File: src/bus_handshake_defines.vh
// Purpose: Register map, field positions and command codes of the
//          instrument bus handshake and status block.
// Assumes: APB byte addresses, one aligned 32-bit word per register.
// Notes:   Definitions only.
`ifndef BUS_HANDSHAKE_DEFINES_VH
`define BUS_HANDSHAKE_DEFINES_VH

// Register byte offsets
`define OFS_INT_STATUS   8'h00
`define OFS_ADDR_STATUS  8'h04
`define OFS_MODE_CTRL    8'h08
`define OFS_AUX_CMD      8'h0C
`define OFS_MY_ADDR      8'h10
`define OFS_INT_MASK     8'h14
`define OFS_SPOLL        8'h18
`define OFS_DATA         8'h1C

// Mode control fields
`define MODE_DSEL        7
`define MODE_HOLD_ALL    6
`define MODE_EXT_ADDR    5
// Aux command fields
`define AUX_HOLD_REL     1
// Interrupt status fields
`define IST_BYTE_IN      0
`define IST_TRIG         5
// Address status fields
`define AST_LPAS         0
`define AST_TPAS         1
`define AST_LACS         2
`define AST_TACS         3
`define AST_SPAS         4

// Reset values
`define MODE_RESET       8'h00
`define MASK_RESET       8'h00
`define ADDR_RESET       5'h00

// Bus command codes (seven bits, parity ignored)
`define CMD_GET          7'h08
`define CMD_SPE          7'h18
`define CMD_SPD          7'h19
`define CMD_UNL          7'h3F
`define CMD_UNT          7'h5F

`endif

File: src/acceptor_handshake.v
// Purpose: Acceptor handshake of the listener, with byte capture.
// Assumes: Bus lines are synchronous to pclk; levels are true-high.
// Notes:   rfd_r and dac_r high mean the line is released (true).
`timescale 1ns/1ns
`default_nettype none

module acceptor_handshake (
    // Clock and reset
    input  wire       pclk,
    input  wire       presetn,
    input  wire       ce,
    // Control
    input  wire       active,
    input  wire       hold_all,
    input  wire       read_done,
    input  wire       hold_release,
    // Bus side
    input  wire       dav_in,
    input  wire       atn_in,
    input  wire [7:0] dio_in,
    output reg        rfd_r,
    output reg        dac_r,
    // Captured byte
    output reg  [7:0] byte_r,
    output reg        cmd_r,
    output reg        got_r
);

localparam A_IDLE = 2'd0;
localparam A_ACPT = 2'd1;
localparam A_DONE = 2'd2;
localparam A_HOLD = 2'd3;

reg [1:0] state_r;

always @(posedge pclk or negedge presetn) begin
    if (!presetn) begin
        state_r <= A_IDLE;
        rfd_r   <= 1'b1;
        dac_r   <= 1'b1;
        byte_r  <= 8'h00;
        cmd_r   <= 1'b0;
        got_r   <= 1'b0;
    end else if (ce) begin
        got_r <= 1'b0;
        case (state_r)
            A_IDLE: begin
                rfd_r <= 1'b1;
                dac_r <= ~active;
                if (active && dav_in) begin
                    byte_r  <= dio_in;
                    cmd_r   <= atn_in;
                    got_r   <= 1'b1;
                    rfd_r   <= 1'b0;
                    dac_r   <= 1'b0;
                    state_r <= A_ACPT;
                end
            end
            A_ACPT: begin
                // Data keeps DAC low until the processor has read it
                if (cmd_r || read_done) begin
                    dac_r   <= 1'b1;
                    state_r <= A_DONE;
                end
            end
            A_DONE: begin
                if (!dav_in) begin
                    dac_r <= 1'b0;
                    // Commands never hold off
                    if (hold_all && !cmd_r) begin
                        state_r <= A_HOLD;
                    end else begin
                        rfd_r   <= 1'b1;
                        state_r <= A_IDLE;
                    end
                end
            end
            default: begin
                if (hold_release) begin
                    rfd_r   <= 1'b1;
                    state_r <= A_IDLE;
                end
            end
        endcase
    end
end

endmodule
`default_nettype wire

File: src/bus_handshake_status.v
// Purpose: Listener/talker handshake and status of an instrument bus
//          adapter, with an APB register file.
// Assumes: Bus lines synchronous to pclk, true-high; pclk 50 MHz.
// Notes:   APB answers with zero wait states.
// Notes on behaviour
// - A received data byte keeps DAC held until software reads it.
// - DAC is released only after the read access has ended.
// - With trigger deselect set, a trigger command sets no status.
// - With hold-all-data set, RFD is held after every data byte.
// - The hold applies to data bytes only, never to commands.
// - A pending transmit byte survives a serial poll takeover.
// - Back in talker active state the pending byte is sent normally.
// - The primary-addressed bits show only LPAS and TPAS.
// - Address status bits 2 and 3 show listener and talker active.
// - With extended addressing, a foreign primary address after our own primary address idles us.
//
// Implementation choices: the APB slave port and the address map.
`timescale 1ns/1ns
`default_nettype none
`include "bus_handshake_defines.vh"

module bus_handshake_status (
    // Clock and reset
    input  wire        pclk,
    input  wire        presetn,
    input  wire        ce,
    // APB slave
    input  wire        psel,
    input  wire        penable,
    input  wire        pwrite,
    input  wire [7:0]  paddr,
    input  wire [31:0] pwdata,
    output reg  [31:0] prdata,
    output reg         pready,
    output reg         pslverr,
    // Instrument bus
    input  wire [7:0]  dio_in,
    input  wire        dav_in,
    input  wire        rfd_in,
    input  wire        dac_in,
    input  wire        atn_in,
    output reg  [7:0]  dio_out,
    output reg         dio_oe,
    output reg         dav_out,
    output wire        rfd_out,
    output wire        dac_out,
    // Interrupt request
    output reg         irq
);

localparam S_IDLE = 2'd0;
localparam S_DAV  = 2'd1;
localparam S_WAIT = 2'd2;

reg  [7:0] mode_control_register_r;
reg  [7:0] int_mask_r;
reg  [4:0] my_addr_r;
reg  [7:0] spoll_r;
reg  [7:0] transmit_byte_register_r;
reg  [7:0] received_byte_register_r;
reg        byte_in_r;
reg        trig_r;
reg        nba_r;
reg        lpas_r;
reg        tpas_r;
reg        lads_r;
reg        tads_r;
reg        spms_r;
reg        lacs_r;
reg        tacs_r;
reg        spas_r;
reg        sp_sent_r;
reg        rd_done_r;
reg        hold_rel_r;
reg  [1:0] sh_state_r;

wire       acc_got;
wire       acc_cmd;
wire [7:0] acc_byte;
wire       wr_acc   = psel & penable & pwrite;
wire       rd_acc   = psel & penable & ~pwrite;
wire       cmd_ev   = acc_got & acc_cmd;
wire       data_ev  = acc_got & ~acc_cmd;
wire [6:0] cmd7     = acc_byte[6:0];
wire       is_lag   = cmd7[6:5] == 2'b01;
wire       is_tag   = cmd7[6:5] == 2'b10;
wire       is_sec   = cmd7[6:5] == 2'b11;
wire       is_mla   = is_lag & (cmd7[4:0] == my_addr_r) & (cmd7 != `CMD_UNL);
wire       is_mta   = is_tag & (cmd7[4:0] == my_addr_r) & (cmd7 != `CMD_UNT);
wire       ext_mode = mode_control_register_r[`MODE_EXT_ADDR];
wire       dsel     = mode_control_register_r[`MODE_DSEL];
wire       rd_data  = rd_acc & (paddr == `OFS_DATA);
wire       rd_ist   = rd_acc & (paddr == `OFS_INT_STATUS);
wire       wr_tx    = wr_acc & (paddr == `OFS_DATA);
wire       sh_done  = (sh_state_r == S_WAIT) & dac_in;
wire       talk_on  = (tacs_r & nba_r) | (spas_r & ~sp_sent_r);
wire [7:0] ist_val  = {2'b00, trig_r, 4'h0, byte_in_r};
wire [7:0] ast_val  = {3'b000, spas_r, tacs_r, lacs_r, tpas_r, lpas_r};

////////////////////////////////////////////////////////////////////////
// Acceptor handshake

acceptor_handshake u_acceptor (
    .pclk         (pclk),
    .presetn      (presetn),
    .ce           (ce),
    .active       (lacs_r | atn_in),
    .hold_all     (mode_control_register_r[`MODE_HOLD_ALL]),
    .read_done    (rd_done_r),
    .hold_release (hold_rel_r),
    .dav_in       (dav_in),
    .atn_in       (atn_in),
    .dio_in       (dio_in),
    .rfd_r        (rfd_out),
    .dac_r        (dac_out),
    .byte_r       (acc_byte),
    .cmd_r        (acc_cmd),
    .got_r        (acc_got)
);

////////////////////////////////////////////////////////////////////////
// APB registers and read path

always @(posedge pclk or negedge presetn) begin
    if (!presetn) begin
        mode_control_register_r  <= `MODE_RESET;
        int_mask_r               <= `MASK_RESET;
        my_addr_r                <= `ADDR_RESET;
        spoll_r                  <= 8'h00;
        transmit_byte_register_r <= 8'h00;
        prdata                   <= 32'h0000_0000;
        pready                   <= 1'b0;
        pslverr                  <= 1'b0;
        rd_done_r                <= 1'b0;
        hold_rel_r               <= 1'b0;
    end else if (ce) begin
        pready <= psel & ~penable;
        // Release pulse lands on the edge that ends the access
        rd_done_r  <= rd_data & pready;
        hold_rel_r <= 1'b0;
        if (psel && !penable) begin
            pslverr <= 1'b0;
            prdata  <= 32'h0000_0000;
            if (paddr == `OFS_INT_STATUS) begin
                prdata[7:0] <= ist_val;
            end else if (paddr == `OFS_ADDR_STATUS) begin
                prdata[7:0] <= ast_val;
            end else if (paddr == `OFS_MODE_CTRL) begin
                prdata[7:0] <= mode_control_register_r;
            end else if (paddr == `OFS_AUX_CMD) begin
                prdata[7:0] <= 8'h00;
            end else if (paddr == `OFS_MY_ADDR) begin
                prdata[4:0] <= my_addr_r;
            end else if (paddr == `OFS_INT_MASK) begin
                prdata[7:0] <= int_mask_r;
            end else if (paddr == `OFS_SPOLL) begin
                prdata[7:0] <= spoll_r;
            end else if (paddr == `OFS_DATA) begin
                prdata[7:0] <= received_byte_register_r;
            end else begin
                pslverr <= 1'b1;
            end
        end
        if (wr_acc && pready) begin
            if (paddr == `OFS_MODE_CTRL) begin
                mode_control_register_r <= pwdata[7:0];
            end else if (paddr == `OFS_AUX_CMD) begin
                hold_rel_r <= pwdata[`AUX_HOLD_REL];
            end else if (paddr == `OFS_MY_ADDR) begin
                my_addr_r <= pwdata[4:0];
            end else if (paddr == `OFS_INT_MASK) begin
                int_mask_r <= pwdata[7:0];
            end else if (paddr == `OFS_SPOLL) begin
                spoll_r <= pwdata[7:0];
            end else if (paddr == `OFS_DATA) begin
                transmit_byte_register_r <= pwdata[7:0];
            end
        end
    end
end

////////////////////////////////////////////////////////////////////////
// Addressing, status flags and interrupt

always @(posedge pclk or negedge presetn) begin
    if (!presetn) begin
        lpas_r    <= 1'b0;
        tpas_r    <= 1'b0;
        lads_r    <= 1'b0;
        tads_r    <= 1'b0;
        spms_r    <= 1'b0;
        lacs_r    <= 1'b0;
        tacs_r    <= 1'b0;
        spas_r    <= 1'b0;
        trig_r    <= 1'b0;
        byte_in_r <= 1'b0;
        received_byte_register_r <= 8'h00;
        irq       <= 1'b0;
    end else if (ce) begin
        if (cmd_ev && (is_lag || is_tag)) begin
            lpas_r <= ext_mode & is_mla;
            tpas_r <= ext_mode & is_mta;
            if (ext_mode && (lpas_r || tpas_r) && !is_mla && !is_mta) begin
                lads_r <= 1'b0;
                tads_r <= 1'b0;
            end else if (is_lag) begin
                if (cmd7 == `CMD_UNL) begin
                    lads_r <= 1'b0;
                end else if (is_mla && !ext_mode) begin
                    lads_r <= 1'b1;
                end
            end else begin
                if (is_mta && !ext_mode) begin
                    tads_r <= 1'b1;
                end else if (!is_mta) begin
                    tads_r <= 1'b0;
                end
            end
        end else if (cmd_ev && is_sec && ext_mode) begin
            if (lpas_r) begin
                lads_r <= 1'b1;
            end
            if (tpas_r) begin
                tads_r <= 1'b1;
            end
            lpas_r <= 1'b0;
            tpas_r <= 1'b0;
        end
        if (cmd_ev && cmd7 == `CMD_SPE) begin
            spms_r <= 1'b1;
        end else if (cmd_ev && cmd7 == `CMD_SPD) begin
            spms_r <= 1'b0;
        end
        lacs_r <= lads_r & ~atn_in;
        tacs_r <= tads_r & ~atn_in & ~spms_r;
        spas_r <= tads_r & ~atn_in & spms_r;
        // Hardware set wins over the clear by reading
        if (cmd_ev && lads_r && cmd7 == `CMD_GET && !dsel) begin
            trig_r <= 1'b1;
        end else if (rd_ist && pready) begin
            trig_r <= 1'b0;
        end
        if (data_ev) begin
            received_byte_register_r <= acc_byte;
            byte_in_r                <= 1'b1;
        end else if (rd_done_r) begin
            byte_in_r <= 1'b0;
        end
        // Deselected trigger cannot reach irq since trig_r stays clear
        irq <= |(ist_val & int_mask_r);
    end
end

////////////////////////////////////////////////////////////////////////
// Source handshake

always @(posedge pclk or negedge presetn) begin
    if (!presetn) begin
        sh_state_r <= S_IDLE;
        dav_out    <= 1'b0;
        dio_out    <= 8'h00;
        dio_oe     <= 1'b0;
        nba_r      <= 1'b0;
        sp_sent_r  <= 1'b0;
    end else if (ce) begin
        dio_oe <= tacs_r | spas_r;
        if (!spas_r) begin
            sp_sent_r <= 1'b0;
        end
        // New write wins over completion of the previous byte
        if (wr_tx && pready) begin
            nba_r <= 1'b1;
        end else if (sh_done && tacs_r) begin
            nba_r <= 1'b0;
        end
        case (sh_state_r)
            S_IDLE: begin
                dav_out <= 1'b0;
                dio_out <= spas_r ? spoll_r : transmit_byte_register_r;
                if (talk_on && rfd_in) begin
                    dav_out    <= 1'b1;
                    sh_state_r <= S_DAV;
                end
            end
            S_DAV: begin
                sh_state_r <= S_WAIT;
            end
            default: begin
                if (!(tacs_r || spas_r)) begin
                    // Takeover aborts the cycle, nba is left pending
                    dav_out    <= 1'b0;
                    sh_state_r <= S_IDLE;
                end else if (dac_in) begin
                    dav_out    <= 1'b0;
                    sp_sent_r  <= spas_r;
                    sh_state_r <= S_IDLE;
                end
            end
        endcase
    end
end

endmodule
`default_nettype wire

File: config.mk
export PLATFORM = sky130hd
export DESIGN_NAME = bus_handshake_status
export DESIGN_NICKNAME = d
export VERILOG_FILES = /design/src/acceptor_handshake.v /design/src/bus_handshake_status.v
export VERILOG_INCLUDE_DIRS = /design/src
export SDC_FILE = /design/constraint.sdc
export NUM_CORES = 1
export LEC_CHECK = 0
export ABC_AREA = 1
export ABC_CLOCK_PERIOD_IN_PS = 2100
export BUFFER_PORTS_ARGS = -buffer_cell sky130_fd_sc_hd__buf_2
export CORE_UTILIZATION = 30
export DETAILED_ROUTE_END_ITERATION = 10
export GPL_ROUTABILITY_DRIVEN = 0
export PLACE_DENSITY = 0.51
export SYNTH_ARGS = -nofsm -noshare
export SYNTH_HDL_FRONTEND = slang
export SYNTH_SLANG_ARGS = --single-unit
File: constraint.sdc
create_clock -name pclk -period 2.1 [get_ports pclk]
set_input_delay 0.105 -clock pclk [delete_from_list [all_inputs] [get_ports pclk]]
set_output_delay 0.105 -clock pclk [all_outputs]
set_load 0.01 [all_outputs]
### Yosys cells after proc, flatten, opt, wreduce, memory -nomap -nowiden

Cells that the tools add are included.

| storage, ports and cells | value |
|---|---|
| flip-flop bits (word level) | 96 |
| input port bits | 58 |

| operators by class | value |
|---|---|
| equal/unequal tests | 32 |
| muxes and demuxes | 75 |
| bitwise gates (word level) | 41 |
| reductions and logical operators | 67 |

Operator list:

| kind | number |
|---|---|
| 8-bit two-way mux | 8 |
| 1-bit two-way mux | 52 |
| 8-bit by 5-bit equality test with 1-bit output (second input constant) | 4 |
| 5-bit AND reduction | 5 |
| 1-bit AND | 23 |
| 1-bit logical AND | 21 |
| 8-bit by 4-bit equality test with 1-bit output (second input constant) | 2 |
| 2-bit two-way mux | 8 |
| 2-bit AND reduction | 8 |
| 7-bit by 5-bit equality test with 1-bit output (second input constant) | 2 |
| 1-bit NOT | 14 |
| 2-bit nonzero test | 7 |
| 3-bit AND reduction | 4 |
| 3-bit by 2-bit inequality test with 1-bit output (second input constant) | 3 |
| 6-bit by 8-bit AND with 8-bit output | 1 |
| 2-bit equality test (second input constant) | 4 |
| 8-bit by 3-bit equality test with 1-bit output (second input constant) | 1 |
| 8-bit zero test | 1 |
| 4-bit by 2-bit inequality test with 1-bit output (second input constant) | 2 |
| 8-bit AND reduction | 1 |
| 8-bit OR reduction | 1 |
| 7-bit by 4-bit equality test with 1-bit output (second input constant) | 1 |
| 7-bit by 6-bit equality test with 1-bit output (second input constant) | 1 |
| 7-bit by 6-bit inequality test with 1-bit output (second input constant) | 1 |
| 22 further kinds | 40 |

### Logic depth before layout (Yosys ltp)

| depth | value |
|---|---|
| depth after elaboration | 9 |
| depth in mapped cells | 12 |

### By module

Synthesis repeated with hierarchy kept, for this count alone.

| second synthesis, totals | value |
|---|---|
| cells, all modules | 599 |
| area total of the unflattened synthesis | 4867.2 um2 |

By module, submodules not included:

| module | instances | cells an instance | area an instance (um2) | seq. area each (um2) |
|---|---|---|---|---|
| bus_handshake_status | 1 | 505 | 4130.2 | 2052.0 |
| acceptor_handshake | 1 | 94 | 737.0 | 352.8 |

### Worst setup path before layout

No wires, ideal clock.

| timing | value |
|---|---|
| path kind | register to register |
| start point | register u_acceptor.state_r[0] |
| end point | register u_acceptor.cmd_r |
| setup time | 0.083 ns |
| data arrival time | 1.446 ns |
| data required time | 2.017 ns |
| setup slack | 0.571 ns |
| cell stages (with the launch flop) | 8 |
| buffers on the path | 1 |
| period minus slack after synthesis | 1.529 ns |
| path through | dfrtp_1 inv_1 ha_1 nand2_1 a21oi_1 nand2_1 buf_2 o21ai_0 |

| on the way | value |
|---|---|
| longest elaborated chain between the ends | 2 |

RTL lines:

| what | RTL line | RTL |
|---|---|---|
| from (decl) | acceptor_handshake.v:34 | `reg [1:0] state_r;` |
| from (signal assigned) | acceptor_handshake.v:38 | `state_r <= A_IDLE;` |
| from (signal assigned) | acceptor_handshake.v:56 | `state_r <= A_ACPT;` |
| from (signal assigned) | acceptor_handshake.v:63 | `state_r <= A_DONE;` |
| 2-bit zero test | acceptor_handshake.v:46 | `case (state_r)` |
| 3-bit AND reduction (no source line) | - |  |
| to (signal assigned) | acceptor_handshake.v:52 | `cmd_r <= atn_in;` |
| to (decl) | acceptor_handshake.v:25 | `output reg cmd_r,` |

No other way between the ends.
A chain may end at the register's enable or synchronous reset.

### Final worst setup path

| timing | value |
|---|---|
| start point | register u_acceptor.state_r[0] |
| end point | register u_acceptor.byte_r[2] |

| on the way | value |
|---|---|
| longest elaborated chain between the ends | 2 |

RTL lines:

| what | RTL line | RTL |
|---|---|---|
| 2-bit zero test | acceptor_handshake.v:46 |  |
| 3-bit AND reduction (no source line) | - |  |
| to (signal assigned) | acceptor_handshake.v:51 | `byte_r <= dio_in;` |
| to (decl) | acceptor_handshake.v:24 | `output reg [7:0] byte_r,` |

No other way between the ends.

==> results.sh <==
export IMPL_fin_crit_sh_pct=79.22
export IMPL_cts_tree="yes"
export IMPL_syn_area_um2=4837
export IMPL_cp_end_kind="register"
export IMPL_grt_pass1_vias=3883
export IMPL_p_leak_uw=0.002772
export IMPL_synthFlopType="dfrtp_1"
export IMPL_ir_drop_mv=0.3674
export IMPL_hp_class="in2reg"
export IMPL_fill_cells=1663
export IMPL_avgRoutedWirePerCell_um=13.76
export IMPL_yosysSeqAreaShare_pct=49.72
export IMPL_topRoutingLayerUsed="met4"
export IMPL_initial_core_util_pct=30.56
export IMPL_intPower_uw=3411
export IMPL_status="completed"
export IMPL_synth_area_per_cell_um2=8.326
export IMPL_die_y_um=129.0
export IMPL_pwr_share_seq_pct=47.5
export IMPL_cp_max_fo=19
export IMPL_slew_viol_final=0
export IMPL_wl_um=11920
export IMPL_hold_buffers=3
export IMPL_post_cts_setup_buffers=0
export IMPL_antennaDiodeCount=0
export IMPL_syn2layout_area_growth_pct=15.55
export IMPL_synth_warnings=0
export IMPL_grt_use_total_pct=15.63
export IMPL_comb_power_share_pct=21.6
export IMPL_portBuffers=56
export IMPL_met2WireLength_um=5576
export IMPL_cp_arrival_ns=1.90
export IMPL_final_layout_size_suffix_gt1_share_pct=17.69
export IMPL_synth_cell_types=40
export IMPL_die_area_um2=16640
export IMPL_power_density_nw_per_um2=911.8
export IMPL_initialDrtViolationCount=244
export IMPL_critPathLaunchType="register"
export IMPL_syn_instance_count=581
export IMPL_ant_nets=0
export IMPL_rsz0062_at_grt="false"
export IMPL_core_area_um2=15830
export IMPL_cts_root_buf="clkbuf_16"
export IMPL_fin_tns_setup_ns=0
export IMPL_ff_latch_area_um2=2405
export IMPL_antenna_found_initial=0
export IMPL_cts_sinks=96
export IMPL_dp_hpwl_um=9040
export IMPL_synth_edff_count=0
export IMPL_synth_seq_cells=96
export IMPL_worst_pin_slew_ns=0.5588
export IMPL_cts_path_max_buffers=2
export IMPL_maxCapViolations=0
export IMPL_timing_hold_ws_ns=0.01148
export IMPL_fin_nets=710
export IMPL_clockPowerShare_pct=31.0
export IMPL_wl_met1_um=5729
export IMPL_pin_count=105
export IMPL_grt_first_pass_wirelength_um=19730
export IMPL_row_count=46
export IMPL_grt_overflow_total=0
export IMPL_htreeDepth=3
export IMPL_sw_frac_of_total_pct=33.07
export IMPL_crit_type="reg2reg"
export IMPL_fin_crit_ns=1.664
export IMPL_slew_headroom_pct=62.64
export IMPL_met3WireLength_um=398
export IMPL_clk_pin_slew_ns=0.07
export IMPL_fmax_mhz=601.1
export IMPL_grt_max_degree=38
export IMPL_vias=3955
export IMPL_hold_viol=0
export IMPL_die_w_um=129.0
export IMPL_worstPathRequired_ns=2.33
export IMPL_async_reset_ff_share_pct=100.0
export IMPL_setup_viol=0
export IMPL_cts_resized=0
export IMPL_clock_latency_ns=0.36
export IMPL_drtPass1Iterations=5
export IMPL_skew_ns=0.01180
export IMPL_cts_buffers=9
export IMPL_switchingPower_uw=1685
export IMPL_drcViolationCount=0
export IMPL_vias_per_cell=4.567
export IMPL_multi_input_area_um2=2021
-- flip-flops by register name, summed over array words and instances (netlist names), 2 cells and up --
name / flops
u_acceptor.byte_r: 8
transmit_byte_register_r: 8
int_mask_r: 8
prdata: 8
u_acceptor.state_r: 2
my_addr_r: 5
spoll_r: 8
received_byte_register_r: 8
sh_state_r: 2
dio_out: 8
mode_control_register_r: 8
-- area by class of cell --
type                    instances  area share, %
well taps                     216          4.835
multi-input cells             411          36.15
flip-flops and latches         96          43.03
inverters                      60          4.030
clock buffers                  10          4.276
repair buffers                 67          6.895
clock inverters                 6         0.7835
-- kinds of logic after synthesis --
family / Yosys count / share of synthesized area, %
other cells: 1 / 0.07753
buf+inv: 97 / 10.29
simple gates: 261 / 23.64
flops: 96 / 49.72
compound gates: 118 / 14.28
xor+xnor: 1 / 0.1811
fa+ha+maj: 7 / 1.811
-- metrics by stage --
step / util [%] / area, um2 / power, uW / std cells / setup WS, ns
finish: 35.31 / 5589 / 5096 / 866 / 0.4363
global route: 35.31 / 5589 / 5447 / 866 / 0.2688
CTS: 35.31 / 5589 / 5171 / 866 / 0.4396
detailed placement: 33.34 / 5276 / 3560 / 847 / 0.4445
global placement: 33.34 / 5276 / 3513 / 847 / 0.4716
floorplan: - / 4923 / 3182 / 604 / 0.5710
-- layer usage --
| metal | track usage [%] | vias to the layer above |
|---|---|---|
| met3 | 2.079 | 12 |
| li1 | - | 1968 |
| met1 | 20.44 | 1878 |
| met4 | 6.713 | 0 |
| met2 | 25.95 | 97 |
| met5 | 0 | - |
-- final timing paths --
check / startpoint / to / depth (start not counted) / slack (ns)
setup / recovery: u_acceptor.state_r[0] / u_acceptor.byte_r[2] / 8 / 0.44
hold / removal: dio_in[2] / u_acceptor.byte_r[2] / 3 / 0.01
min in group asynchronous: presetn / dio_out[4] / 2 / 0.26
hold reg to reg: dav_out / dav_out / 2 / 0.46
max in group asynchronous: presetn / u_acceptor.rfd_r / 3 / 1.18
setup reg to reg: u_acceptor.state_r[0] / u_acceptor.byte_r[2] / 8 / 0.44
-- worst max-delay path: stages, from the launching register on --
cell     delay, ns
dfrtp_1       0.42
inv_1         0.09
ha_1          0.22
nand2_1       0.08
a21oi_1       0.27
nand2_1       0.08
buf_4         0.21
nor2_1        0.11
a21oi_1       0.05
-- power groups by stage --
stage	Clock (uW)	Combinational (uW)	Sequential (uW)
2_1_floorplan	0	780	2400
3_3_place_gp	0	1070	2440
3_5_place_dp	0	1110	2450
4_1_cts	1640	1110	2420
5_1_grt	1700	1280	2460
6_report	1580	1100	2420
-- synthesized netlist by cell type, types with 2 or more instances --
| cell | count | share of area [%] |
|---|---|---|
| buf_2 | 2 | 0.21 |
| o21ai_0 | 49 | 5.1 |
| nor3_4 | 2 | 0.67 |
| buf_6 | 5 | 1.2 |
| inv_1 | 53 | 4.1 |
| clkbuf_1 | 5 | 0.39 |
| o21ai_1 | 10 | 1.0 |
| dfstp_2 | 2 | 1.1 |
| buf_4 | 25 | 3.9 |
| inv_2 | 7 | 0.54 |
| nand2_1 | 170 | 13 |
| dfrtp_1 | 94 | 49 |
| nand2_4 | 4 | 0.93 |
| o32ai_1 | 2 | 0.36 |
| o31ai_1 | 3 | 0.47 |
| nand4_1 | 7 | 0.91 |
| nand2_2 | 2 | 0.26 |
| ha_1 | 7 | 1.8 |
| nor2_2 | 2 | 0.26 |
| o21ai_2 | 9 | 1.6 |
| a31oi_1 | 11 | 1.4 |
| nand3_1 | 25 | 2.6 |
| nor2_1 | 39 | 3.0 |
| nor2_4 | 2 | 0.47 |
| nor3_1 | 3 | 0.31 |
| nor4_1 | 2 | 0.26 |
| a21oi_1 | 26 | 2.7 |
-- layout by cell type, fill, tap and decap left out, drive strengths merged, types with 2 or more instances in the layout --
cell type    count
a21oi           27
a31oi           12
buf             64
clkbuf          10
clkinv           4
conb            24
dfrtp           94
dfstp            2
dlygate4sd3      3
ha               7
inv             61
nand2          176
nand3           25
nand4            8
nor2            43
nor3             6
nor4             2
o21ai           68
o31ai            3
o32ai            2
(Power assumes the default switching activity.)
